**config.mk**
```make
export PLATFORM = sky130hd
export DESIGN_NAME = pad_function_input_mux
export DESIGN_NICKNAME = d
export VERILOG_FILES = /design/src/rtl/pad_mux_pkg.sv /design/src/rtl/pad_drive_if.sv /design/src/rtl/pad_out_mux.sv /design/src/rtl/pad_function_input_mux.sv
export VERILOG_INCLUDE_DIRS = /design/src /design/src/rtl
export SDC_FILE = /design/constraint.sdc
export NUM_CORES = 1
export LEC_CHECK = 0
export BUFFER_PORTS_ARGS = -buffer_cell sky130_fd_sc_hd__buf_2
export CAP_MARGIN = 20
export CELL_PAD_IN_SITES_DETAIL_PLACEMENT = 0
export CELL_PAD_IN_SITES_GLOBAL_PLACEMENT = 2
export CORE_UTILIZATION = 32
export CTS_BUF_LIST = sky130_fd_sc_hd__clkbuf_16
export DETAILED_ROUTE_END_ITERATION = 10
export PLACE_DENSITY = 0.85
export SLEW_MARGIN = 25
export SYNTH_ARGS = -nofsm -noshare
export SYNTH_HDL_FRONTEND = slang
export SYNTH_SLANG_ARGS = --single-unit
```
**constraint.sdc**
```tcl
create_clock -name clk -period 2 [get_ports clk]
set_clock_uncertainty 0.1 [all_clocks]
set_input_delay 0.2 -clock clk [delete_from_list [all_inputs] [get_ports clk]]
set_output_delay 0.2 -clock clk [all_outputs]
set_load 0.1 [all_outputs]
```
**src/rtl/pad_mux_map.svh**
```systemverilog
`ifndef PAD_MUX_MAP_SVH
`define PAD_MUX_MAP_SVH
// How it works
// test, clock, reset pins ignore all software
// other pads follow programmed select registers
// gpio and analog pads undriven through reset
// test port enable: pull-down input, undriven
// tdi/tms pull-up inputs; tdo undriven at reset
// A2: gpio, timer ch1, serial out
// A2 feeds timer ch1 input, irq source 1
// A3: gpio, timer ch2, pwm a3
// boot mode 0 from A3 at default
// serial clock input from A1 or A11
// A11: gpio, serial clock, pwm a0, a2
// A12: gpio, serial out, pwm a2, b2
// code 0011 routes pad to sent rx1
// B7..B14 input only, only code 0000
// code 0010 routes B7 to lin0 rx
// code 0001 routes B13 to lin1 rx
// H8: pwm2 a1, chip select 6, mii rxd2
// H10: pwm2 aux 2, timer2 ch2
// H11: pwm2 a2 and its input
// input select default leaves every input but boot mode 0 disconnected
// reserved code: no function, driver off

`define SEL_W 4
`define ADDR_W 12
`define DATA_W 32
`define N_BIDIR 7
`define N_GPI 8
`define N_PFS 15
`define N_ISS 10
`define N_FN 15

`define SEL_DEF 4'h0
`define SEL_ALT1 4'h1
`define SEL_ALT2 4'h2
`define SEL_ALT3 4'h3

`define REG_STRIDE 4
`define PFS_BASE 12'h000
`define ISS_BASE 12'h400
`define STAT_ADDR 12'h800
`define PFS_ADDR(n) (`PFS_BASE + 12'((n) * `REG_STRIDE))
`define ISS_ADDR(n) (`ISS_BASE + 12'((n) * `REG_STRIDE))

`define STAT_OE_LSB 0
`define STAT_IN_LSB 8
`define STAT_GPI_LSB 16

`define PFS_NUM_A2 1
`define PFS_NUM_A3 2
`define PFS_NUM_A11 11
`define PFS_NUM_A12 12
`define PFS_NUM_B7 23
`define PFS_NUM_B14 30
`define PFS_NUM_H8 120
`define PFS_NUM_H10 122
`define PFS_NUM_H11 123

`define PAD_A2 0
`define PAD_A3 1
`define PAD_A11 2
`define PAD_A12 3
`define PAD_H8 4
`define PAD_H10 5
`define PAD_H11 6
`define PFS_GPI_SLOT0 7
`define GPI_B7 0
`define GPI_B13 6

`define ISS_NUM_SCK 48
`define ISS_NUM_TC1 60
`define ISS_NUM_IRQ1 174
`define ISS_NUM_BOOT0 169
`define ISS_NUM_SENT1 214
`define ISS_NUM_LIN0 165
`define ISS_NUM_LIN1 166
`define ISS_NUM_MII2 228
`define ISS_NUM_T2C2 73
`define ISS_NUM_PWM2A2 112

`define ISS_SCK 0
`define ISS_TC1 1
`define ISS_IRQ1 2
`define ISS_BOOT0 3
`define ISS_SENT1 4
`define ISS_LIN0 5
`define ISS_LIN1 6
`define ISS_MII2 7
`define ISS_T2C2 8
`define ISS_PWM2A2 9

`define PULL_ON 1'b1
`define DRIVE_OFF 1'b0
`define WAIT_IDLE 1'b1
`endif

```
**src/rtl/pad_mux_pkg.sv**
```systemverilog
`default_nettype none
`include "pad_mux_map.svh"
package pad_mux_pkg;
  typedef logic [`SEL_W-1:0] sel_t;

  typedef enum logic [3:0] {
    FN_NONE,
    FN_GPIO,
    FN_TIMER_CHANNEL_1,
    FN_SERIAL_DATA_OUT,
    FN_TIMER_CHANNEL_2,
    FN_PWM_CHANNEL_A3,
    FN_SERIAL_CLOCK,
    FN_PWM_CHANNEL_A0,
    FN_PWM_CHANNEL_A2,
    FN_PWM_CHANNEL_B2,
    FN_PWM2_CHANNEL_A1,
    FN_CHIP_SELECT_6,
    FN_PWM_AUX_CHANNEL_2,
    FN_TIMER2_CHANNEL_2,
    FN_PWM2_CHANNEL_A2
  } fn_t;

  typedef struct packed {
    logic [`N_PFS-1:0][`SEL_W-1:0] pfs;
    logic [`N_ISS-1:0][`SEL_W-1:0] iss;
    logic waitrequest;
    logic [`DATA_W-1:0] rdata;
    logic [`N_BIDIR-1:0] pad_do;
    logic [`N_BIDIR-1:0] pad_oe;
    logic [`N_BIDIR-1:0] gpio_di;
    logic [`N_GPI-1:0] gpi_di;
    logic [`N_ISS-1:0] periph_in;
    logic tdo_do;
    logic tdo_oe;
    logic trst_pd;
    logic tdi_pu;
    logic tms_pu;
  } state_t;
endpackage : pad_mux_pkg
`default_nettype wire

```
**src/rtl/pad_drive_if.sv**
```systemverilog
`timescale 1ns/1ps
`default_nettype none
`include "pad_mux_map.svh"
interface pad_drive_if;
  logic [`N_BIDIR-1:0][`SEL_W-1:0] sel;
  logic [`N_BIDIR-1:0] gpio_do;
  logic [`N_BIDIR-1:0] gpio_oe;
  logic [`N_FN-1:0] fn_do;
  logic [`N_FN-1:0] fn_oe;
  logic [`N_BIDIR-1:0] pad_do;
  logic [`N_BIDIR-1:0] pad_oe;
  modport core (output sel, gpio_do, gpio_oe, fn_do, fn_oe, input pad_do, pad_oe);
  modport mux (input sel, gpio_do, gpio_oe, fn_do, fn_oe, output pad_do, pad_oe);
endinterface : pad_drive_if
`default_nettype wire

```
**src/rtl/pad_out_mux.sv**
```systemverilog
`timescale 1ns/1ps
`default_nettype none
`include "pad_mux_map.svh"
module pad_out_mux
  import pad_mux_pkg::*;
(
  pad_drive_if.mux drv // selects in, pad drive out
);
  // output function chosen by a pad and its select code
  function automatic fn_t out_fn(input int unsigned pad, input sel_t s);
    out_fn = FN_NONE;
    if (s == `SEL_DEF) begin
      out_fn = FN_GPIO;
    end else begin
      case (pad)
        `PAD_A2: begin
          if (s == `SEL_ALT1) out_fn = FN_TIMER_CHANNEL_1;
          if (s == `SEL_ALT2) out_fn = FN_SERIAL_DATA_OUT;
        end
        `PAD_A3: begin
          if (s == `SEL_ALT1) out_fn = FN_TIMER_CHANNEL_2;
          if (s == `SEL_ALT3) out_fn = FN_PWM_CHANNEL_A3;
        end
        `PAD_A11: begin
          if (s == `SEL_ALT1) out_fn = FN_SERIAL_CLOCK;
          if (s == `SEL_ALT2) out_fn = FN_PWM_CHANNEL_A0;
          if (s == `SEL_ALT3) out_fn = FN_PWM_CHANNEL_A2;
        end
        `PAD_A12: begin
          if (s == `SEL_ALT1) out_fn = FN_SERIAL_DATA_OUT;
          if (s == `SEL_ALT2) out_fn = FN_PWM_CHANNEL_A2;
          if (s == `SEL_ALT3) out_fn = FN_PWM_CHANNEL_B2;
        end
        `PAD_H8: begin
          if (s == `SEL_ALT1) out_fn = FN_PWM2_CHANNEL_A1;
          if (s == `SEL_ALT3) out_fn = FN_CHIP_SELECT_6;
        end
        `PAD_H10: begin
          if (s == `SEL_ALT1) out_fn = FN_PWM_AUX_CHANNEL_2;
          if (s == `SEL_ALT2) out_fn = FN_TIMER2_CHANNEL_2;
        end
        `PAD_H11: begin
          if (s == `SEL_ALT1) out_fn = FN_PWM2_CHANNEL_A2;
        end
        default: out_fn = FN_NONE;
      endcase
    end
  endfunction : out_fn

  always_comb begin
    fn_t f;
    f = FN_NONE;
    drv.pad_do = '0;
    drv.pad_oe = '0;
    for (int unsigned p = 0; p < `N_BIDIR; p++) begin
      f = out_fn(p, drv.sel[p]);
      if (f == FN_GPIO) begin
        drv.pad_do[p] = drv.gpio_do[p];
        drv.pad_oe[p] = drv.gpio_oe[p];
      end else if (f != FN_NONE) begin
        drv.pad_do[p] = drv.fn_do[f];
        drv.pad_oe[p] = drv.fn_oe[f];
      end
    end
  end
endmodule : pad_out_mux
`default_nettype wire

```
**src/rtl/pad_function_input_mux.sv**
```systemverilog
// The address map and the Avalon-MM slave port were decided locally.
`timescale 1ns/1ps
`default_nettype none
`include "pad_mux_map.svh"
module pad_function_input_mux
  import pad_mux_pkg::*;
(
  input wire logic clk, // system clock
  input wire logic rst_n, // async reset, active low
  input wire logic [`ADDR_W-1:0] avs_address, // byte address
  input wire logic avs_read, // read request
  input wire logic avs_write, // write request
  input wire logic [`DATA_W-1:0] avs_writedata, // write data
  output logic [`DATA_W-1:0] avs_readdata, // read data
  output logic avs_waitrequest, // stall, high by default
  input wire logic [`N_BIDIR-1:0] pad_in, // A2,A3,A11,A12,H8,H10,H11 levels
  output logic [`N_BIDIR-1:0] pad_out, // pad drive value
  output logic [`N_BIDIR-1:0] pad_oe, // pad drive enable
  input wire logic [`N_GPI-1:0] gpi_pad_in, // B7..B14 levels
  input wire logic a1_pad_in, // A1 level
  input wire logic sent_pad_in, // level of pad feeding sent rx1
  input wire logic [`N_BIDIR-1:0] gpio_do, // gpio drive value
  input wire logic [`N_BIDIR-1:0] gpio_oe, // gpio drive enable
  output logic [`N_BIDIR-1:0] gpio_di, // gpio input value
  output logic [`N_GPI-1:0] general_input_only_di, // B7..B14 value
  input wire logic [`N_FN-1:0] fn_do, // peripheral drive, by fn_t
  input wire logic [`N_FN-1:0] fn_oe, // peripheral enable, by fn_t
  output logic serial_clock_in, // serial port 2 clock input
  output logic timer_channel_1_in, // timer channel 1 input
  output logic ext_irq_source_1, // external interrupt source 1
  output logic boot_mode_pin_0, // boot mode input 0
  output logic sent_rx1_in, // sent receiver channel 1
  output logic lin0_rxd, // first lin receive
  output logic lin1_rxd, // second lin receive
  output logic mii_rxd2, // mii receive data 2
  output logic timer2_channel_2_in, // timer 2 channel 2 input
  output logic pwm2_channel_a2_in, // second pwm channel a2 input
  input wire logic tap_tdo, // tap serial out value
  input wire logic tap_tdo_en, // tap shifting
  output logic tdo_out, // tdo pad value
  output logic tdo_oe, // tdo pad enable
  output logic test_port_enable_pin_pull_down, // trst weak pull-down
  output logic tdi_pull_up, // tdi weak pull-up
  output logic tms_pull_up // tms weak pull-up
);
  state_t s_q;
  state_t s_d;
  pad_drive_if drv ();

  // pad function select slot, {valid, slot}
  function automatic logic [4:0] pfs_decode(input logic [`ADDR_W-1:0] a);
    logic [`ADDR_W-1:0] off;
    off = a - `PFS_ADDR(`PFS_NUM_B7);
    pfs_decode = 5'h00;
    case (a)
      `PFS_ADDR(`PFS_NUM_A2): pfs_decode = {1'b1, 4'(`PAD_A2)};
      `PFS_ADDR(`PFS_NUM_A3): pfs_decode = {1'b1, 4'(`PAD_A3)};
      `PFS_ADDR(`PFS_NUM_A11): pfs_decode = {1'b1, 4'(`PAD_A11)};
      `PFS_ADDR(`PFS_NUM_A12): pfs_decode = {1'b1, 4'(`PAD_A12)};
      `PFS_ADDR(`PFS_NUM_H8): pfs_decode = {1'b1, 4'(`PAD_H8)};
      `PFS_ADDR(`PFS_NUM_H10): pfs_decode = {1'b1, 4'(`PAD_H10)};
      `PFS_ADDR(`PFS_NUM_H11): pfs_decode = {1'b1, 4'(`PAD_H11)};
      default: begin
        if (a >= `PFS_ADDR(`PFS_NUM_B7) && a <= `PFS_ADDR(`PFS_NUM_B14) &&
            off[1:0] == 2'h0) begin
          pfs_decode = {1'b1, 4'(`PFS_GPI_SLOT0) + off[5:2]};
        end
      end
    endcase
  endfunction : pfs_decode

  // input source select slot, {valid, slot}
  function automatic logic [4:0] iss_decode(input logic [`ADDR_W-1:0] a);
    iss_decode = 5'h00;
    case (a)
      `ISS_ADDR(`ISS_NUM_SCK): iss_decode = {1'b1, 4'(`ISS_SCK)};
      `ISS_ADDR(`ISS_NUM_TC1): iss_decode = {1'b1, 4'(`ISS_TC1)};
      `ISS_ADDR(`ISS_NUM_IRQ1): iss_decode = {1'b1, 4'(`ISS_IRQ1)};
      `ISS_ADDR(`ISS_NUM_BOOT0): iss_decode = {1'b1, 4'(`ISS_BOOT0)};
      `ISS_ADDR(`ISS_NUM_SENT1): iss_decode = {1'b1, 4'(`ISS_SENT1)};
      `ISS_ADDR(`ISS_NUM_LIN0): iss_decode = {1'b1, 4'(`ISS_LIN0)};
      `ISS_ADDR(`ISS_NUM_LIN1): iss_decode = {1'b1, 4'(`ISS_LIN1)};
      `ISS_ADDR(`ISS_NUM_MII2): iss_decode = {1'b1, 4'(`ISS_MII2)};
      `ISS_ADDR(`ISS_NUM_T2C2): iss_decode = {1'b1, 4'(`ISS_T2C2)};
      `ISS_ADDR(`ISS_NUM_PWM2A2): iss_decode = {1'b1, 4'(`ISS_PWM2A2)};
      default: iss_decode = 5'h00;
    endcase
  endfunction : iss_decode

  // source passes only when its select code is programmed
  function automatic logic pick(input sel_t s, input sel_t code, input logic src);
    pick = (s == code) & src;
  endfunction : pick

  function automatic logic [`DATA_W-1:0] read_val(input logic [`ADDR_W-1:0] a,
                                                  input state_t s);
    logic [4:0] pd;
    logic [4:0] id;
    pd = pfs_decode(a);
    id = iss_decode(a);
    read_val = '0;
    if (pd[4]) begin
      read_val = `DATA_W'(s.pfs[pd[3:0]]);
    end else if (id[4]) begin
      read_val = `DATA_W'(s.iss[id[3:0]]);
    end else if (a == `STAT_ADDR) begin
      read_val = (`DATA_W'(s.pad_oe) << `STAT_OE_LSB) |
                 (`DATA_W'(s.gpio_di) << `STAT_IN_LSB) |
                 (`DATA_W'(s.gpi_di) << `STAT_GPI_LSB);
    end
  endfunction : read_val

  assign drv.gpio_do = gpio_do;
  assign drv.gpio_oe = gpio_oe;
  assign drv.fn_do = fn_do;
  assign drv.fn_oe = fn_oe;

  always_comb begin
    for (int unsigned p = 0; p < `N_BIDIR; p++) begin
      drv.sel[p] = s_q.pfs[p];
    end
  end

  pad_out_mux u_out_mux (
    .drv(drv.mux)
  );

  always_comb begin
    logic [4:0] pd;
    logic [4:0] id;
    logic [`N_ISS-1:0] pin;
    pd = pfs_decode(avs_address);
    id = iss_decode(avs_address);
    pin = '0;
    s_d = s_q;

    // bus: one wait cycle, then the access completes
    if ((avs_read || avs_write) && s_q.waitrequest) begin
      s_d.waitrequest = 1'b0;
      s_d.rdata = avs_read ? read_val(avs_address, s_q) : '0;
    end else if (avs_read || avs_write) begin
      s_d.waitrequest = `WAIT_IDLE;
      if (avs_write && pd[4]) begin
        s_d.pfs[pd[3:0]] = avs_writedata[`SEL_W-1:0];
      end
      if (avs_write && id[4]) begin
        s_d.iss[id[3:0]] = avs_writedata[`SEL_W-1:0];
      end
    end else begin
      s_d.waitrequest = `WAIT_IDLE;
    end

    // pad drive, reserved codes leave the driver off
    s_d.pad_do = drv.pad_do;
    s_d.pad_oe = drv.pad_oe;
    s_d.gpio_di = pad_in;

    // input-only pads carry gpi only at code 0000
    for (int unsigned g = 0; g < `N_GPI; g++) begin
      s_d.gpi_di[g] = pick(s_q.pfs[`PFS_GPI_SLOT0 + g], `SEL_DEF, gpi_pad_in[g]);
    end

    // peripheral inputs; unmatched codes give 0
    pin[`ISS_SCK] = pick(s_q.iss[`ISS_SCK], `SEL_ALT1, a1_pad_in) |
                    pick(s_q.iss[`ISS_SCK], `SEL_ALT2, pad_in[`PAD_A11]);
    pin[`ISS_TC1] = pick(s_q.iss[`ISS_TC1], `SEL_ALT2, pad_in[`PAD_A2]);
    pin[`ISS_IRQ1] = pick(s_q.iss[`ISS_IRQ1], `SEL_ALT1, pad_in[`PAD_A2]);
    pin[`ISS_BOOT0] = pick(s_q.iss[`ISS_BOOT0], `SEL_DEF, pad_in[`PAD_A3]);
    pin[`ISS_SENT1] = pick(s_q.iss[`ISS_SENT1], `SEL_ALT3, sent_pad_in);
    pin[`ISS_LIN0] = pick(s_q.iss[`ISS_LIN0], `SEL_ALT2,
                          gpi_pad_in[`GPI_B7]);
    pin[`ISS_LIN1] = pick(s_q.iss[`ISS_LIN1], `SEL_ALT1,
                          gpi_pad_in[`GPI_B13]);
    pin[`ISS_MII2] = pick(s_q.iss[`ISS_MII2], `SEL_ALT1, pad_in[`PAD_H8]);
    pin[`ISS_T2C2] = pick(s_q.iss[`ISS_T2C2], `SEL_ALT2, pad_in[`PAD_H10]);
    pin[`ISS_PWM2A2] = pick(s_q.iss[`ISS_PWM2A2], `SEL_ALT2,
                            pad_in[`PAD_H11]);
    s_d.periph_in = pin;

    // test pins: no register reaches these
    s_d.trst_pd = `PULL_ON;
    s_d.tdi_pu = `PULL_ON;
    s_d.tms_pu = `PULL_ON;
    s_d.tdo_do = tap_tdo;
    s_d.tdo_oe = tap_tdo_en;
  end

  always_ff @(posedge clk or negedge rst_n) begin
    if (!rst_n) begin
      s_q <= '0;
      s_q.waitrequest <= `WAIT_IDLE;
      s_q.trst_pd <= `PULL_ON;
      s_q.tdi_pu <= `PULL_ON;
      s_q.tms_pu <= `PULL_ON;
      s_q.tdo_oe <= `DRIVE_OFF;
    end else begin
      s_q <= s_d;
    end
  end

  assign avs_readdata = s_q.rdata;
  assign avs_waitrequest = s_q.waitrequest;
  assign pad_out = s_q.pad_do;
  assign pad_oe = s_q.pad_oe;
  assign gpio_di = s_q.gpio_di;
  assign general_input_only_di = s_q.gpi_di;
  assign serial_clock_in = s_q.periph_in[`ISS_SCK];
  assign timer_channel_1_in = s_q.periph_in[`ISS_TC1];
  assign ext_irq_source_1 = s_q.periph_in[`ISS_IRQ1];
  assign boot_mode_pin_0 = s_q.periph_in[`ISS_BOOT0];
  assign sent_rx1_in = s_q.periph_in[`ISS_SENT1];
  assign lin0_rxd = s_q.periph_in[`ISS_LIN0];
  assign lin1_rxd = s_q.periph_in[`ISS_LIN1];
  assign mii_rxd2 = s_q.periph_in[`ISS_MII2];
  assign timer2_channel_2_in = s_q.periph_in[`ISS_T2C2];
  assign pwm2_channel_a2_in = s_q.periph_in[`ISS_PWM2A2];
  assign tdo_out = s_q.tdo_do;
  assign tdo_oe = s_q.tdo_oe;
  assign test_port_enable_pin_pull_down = s_q.trst_pd;
  assign tdi_pull_up = s_q.tdi_pu;
  assign tms_pull_up = s_q.tms_pu;
endmodule : pad_function_input_mux
`default_nettype wire

```
==> summary.txt <==
global-route wire length before repair -> 42,200 µm
Rows -> 60
RD Place Congestion -> 0.846
cell area after synthesis -> 8780 µm²
Buffers on Ports -> 142
die area -> 28,100 µm²
# IOs -> 188
Via Count -> 7,378
final layout net count -> 1,169
Area Growth Syn to Fin -> 44.2%
CP Capture Type -> flop
register area -> 4110 µm²
CTS tree -> done
crit path max fanout -> 8
CTS buffer count -> 17
dpl cell area -> 10,700 µm²
grt ovf -> 0
Post-Synth Adder-Cell Area -> 0.00570
status -> finished with violations
r2r endpoint -> s_q[175]
post-synthesis compound-gate area fraction -> 0.133
sequential share of power -> 0.442
wire length per cell -> 19.0 µm
synth top area cells -> dfrtp_1, mux2_2, buf_4, nor2_1, a22o_1
Max Cap Viol -> 0
Clk pwr share -> 0.414
Pwr Density -> 606 nW/µm²
DP Worst Slack -> -881 ps
Sw Pwr -> 2.32 mW
chip height -> 168 µm
Warnings, synthesis -> 0
Setup Crit Path Kind -> primary input to flop
post-route ant nets -> 0
Mapped Cells -> 803
worst r2r src -> avs_waitrequest
hold wc startpoint -> fn_do[5]
share of cells above drive strength 1 -> 0.518
Hold EP -> pad_out[1]
DPL Wire Length -> 19,100 µm
post-synthesis mux area share -> 0.157
worst slew pin tran -> 686 ps
Critical Path RT -> 2200 ps
CTS Buffer Depth -> 2
Gate power share -> 0.145
vias per cell -> 5.24
design area -> 12,700 µm²
setup ws final -> -235 ps
period utilization -> 1.12
H-tree depth -> 4
most common cell in the synthesized netlist -> dfrtp_1
flops & latches, synth -> 164
TritonRoute pass-1 iters -> 5
post-synthesis simple-gate area fraction -> 0.157
Yosys top cell area share -> 0.464
Cell variety after synth -> 74
main combinational cell family by area after synthesis -> simple AND/OR/NAND/NOR gates
sw frac -> 0.302
core area -> 27,000 µm²
hold path depth -> 3
initial DRC count -> 485
vias in the first global route -> 7,482
fin util -> 0.470
chip width -> 168 µm
ys async rst share -> 1.00
peak clock frequency supported by timing -> 447 MHz
unrepaired setup endpoints after global routing -> yes
flop2flop setup slack -> 100 ps
clock root cell -> clkbuf_16
largest area contributor in the netlist -> dfrtp_1
DRC -> 0
worst hold path type -> primary input to flop
Final setup viols -> 99
pin count of the biggest net entering global routing -> 54
Max rail drop VDD -> 552 µV
syn avg cell area -> 10.9 µm²
Fillers -> 2,458
starting density of the core -> 0.326
Hold Violations, Final -> 0
min Tclk post-route -> 2240 ps
crit path launch type -> primary input
static leakage power -> 5.84 nW
multi-input logic area -> 5080 µm²
initial antenna violation count -> 0
part of the Yosys area used for sequential elements -> 0.467
CP arrival -> 2430 ps
DRT Wirelength -> 26,700 µm
Power Internal -> 5.36 mW
Synth Flop Type -> dfrtp_1
Clock Sinks -> 164
fin. max-slew vios -> 0
top cells by count, synth -> dfrtp_1, mux2_2, buf_4
reg2reg path depth -> 6
Total Routing Usage GR -> 0.194
Clk Latency, worst-skew pair -> 430 ps
Post-Synth XOR/XNOR Area -> 0.000997
Post-synth EDFFs -> 0
Rel. slew slack -> 0.542
Reg clk slew, reported paths -> 70 ps
Pwr Total -> 7.68 mW
failing checks -> negative setup slack
[routing by layer]
metal | up-vias | track usage | wire, µm
met5 | - | 0 | 0
met4 | 0 | 0.0566 | 540
met3 | 32 | 0.0281 | 876
met2 | 208 | 0.320 | 13000
met1 | 3685 | 0.263 | 12300
li1 | 3453 | - | -
[state kept, by name, summed over array words and instances (netlist names), 7 cells and up]
register	count
s_q	72
drv.sel	28
avs_readdata	22
general_input_only_di	8
gpio_di	7
pad_oe	7
pad_out	7
[placed cells by master (no fill, tap or decap), types with 20 or more instances in the layout]
cell           instances
mux2_2                28
nor2_4                20
mux2_4                73
dlygate4sd3_1         26
a22o_1                20
buf_6                 33
nand2_1               33
buf_4                119
buf_2                134
dfrtp_1              163
nor2_1                30
[timing repair]
item                       4_1_cts  5_1_grt
gates cloned                     1        2
setup buffers                   15       11
hold endpoints to repair       113        0
pin swaps                       40       35
hold buffers                    26        0
setup endpoints to repair      100      104
gates resized for setup        148       50
[cell type report]
class | instances | share of cell area
diodes | 1 | 0.000198
clock buffers | 17 | 0.0336
clock inverters | 15 | 0.0111
inverters | 7 | 0.00326
multi-input cells | 540 | 0.401
flip-flops and latches | 164 | 0.324
well taps | 341 | 0.0337
repair buffers | 324 | 0.193
[worst max path at each step]
stage	depth (start not counted)	endpoint	from
after floorplan	10	avs_readdata[0]	avs_address[8]
after global placement	9	avs_readdata[0]	avs_address[8]
after detailed placement	9	avs_readdata[3]	avs_address[8]
after CTS	9	avs_readdata[3]	avs_address[8]
after global routing	14	avs_readdata[0]	avs_address[2]
final	13	s_q[175]	avs_address[2]
[metrics by stage]
stage / hold slack (ps) / cells / setup TNS [ps]
2_1_floorplan: -196 / 814 / -35720
3_3_place_gp: 60.0 / 1323 / -68860
3_5_place_dp: 61.5 / 1323 / -70670
4_1_cts: 7.77 / 1395 / -7360
5_1_grt: 39.8 / 1408 / -16530
6_report: 7.21 / 1409 / -11430
[power by group through the flow]
stage	clock network, mW	logic [mW]	registers [mW]
2_1_floorplan	0	0.616	3.49
3_3_place_gp	0	0.975	3.45
3_5_place_dp	0	0.980	3.45
4_1_cts	3.25	1.09	3.39
5_1_grt	3.39	1.18	3.39
6_report	3.18	1.11	3.39
[critical path, cell delays in order]
cell	delay [ps]
buf_12	100
clkinv_8	50
ha_4	140
and4b_1	260
or3_4	180
buf_6	140
buf_6	100
nor3_4	40
nor2_4	250
nand4_1	240
buf_6	210
nor2_4	190
mux2_4	320
[cells by family (layout without fill, tap and decap cells)]
| kind of cell | Yosys count | in the layout |
|---|---|---|
| fa+ha+maj | 4 | 4 |
| other cells | 2 | 14 |
| simple gates | 247 | 248 |
| mux | 120 | 120 |
| buf+inv | 111 | 363 |
| flops | 164 | 164 |
| xor+xnor | 1 | 1 |
| compound gates | 154 | 154 |
No activity file was read; power rests on OpenSTA's default activity.
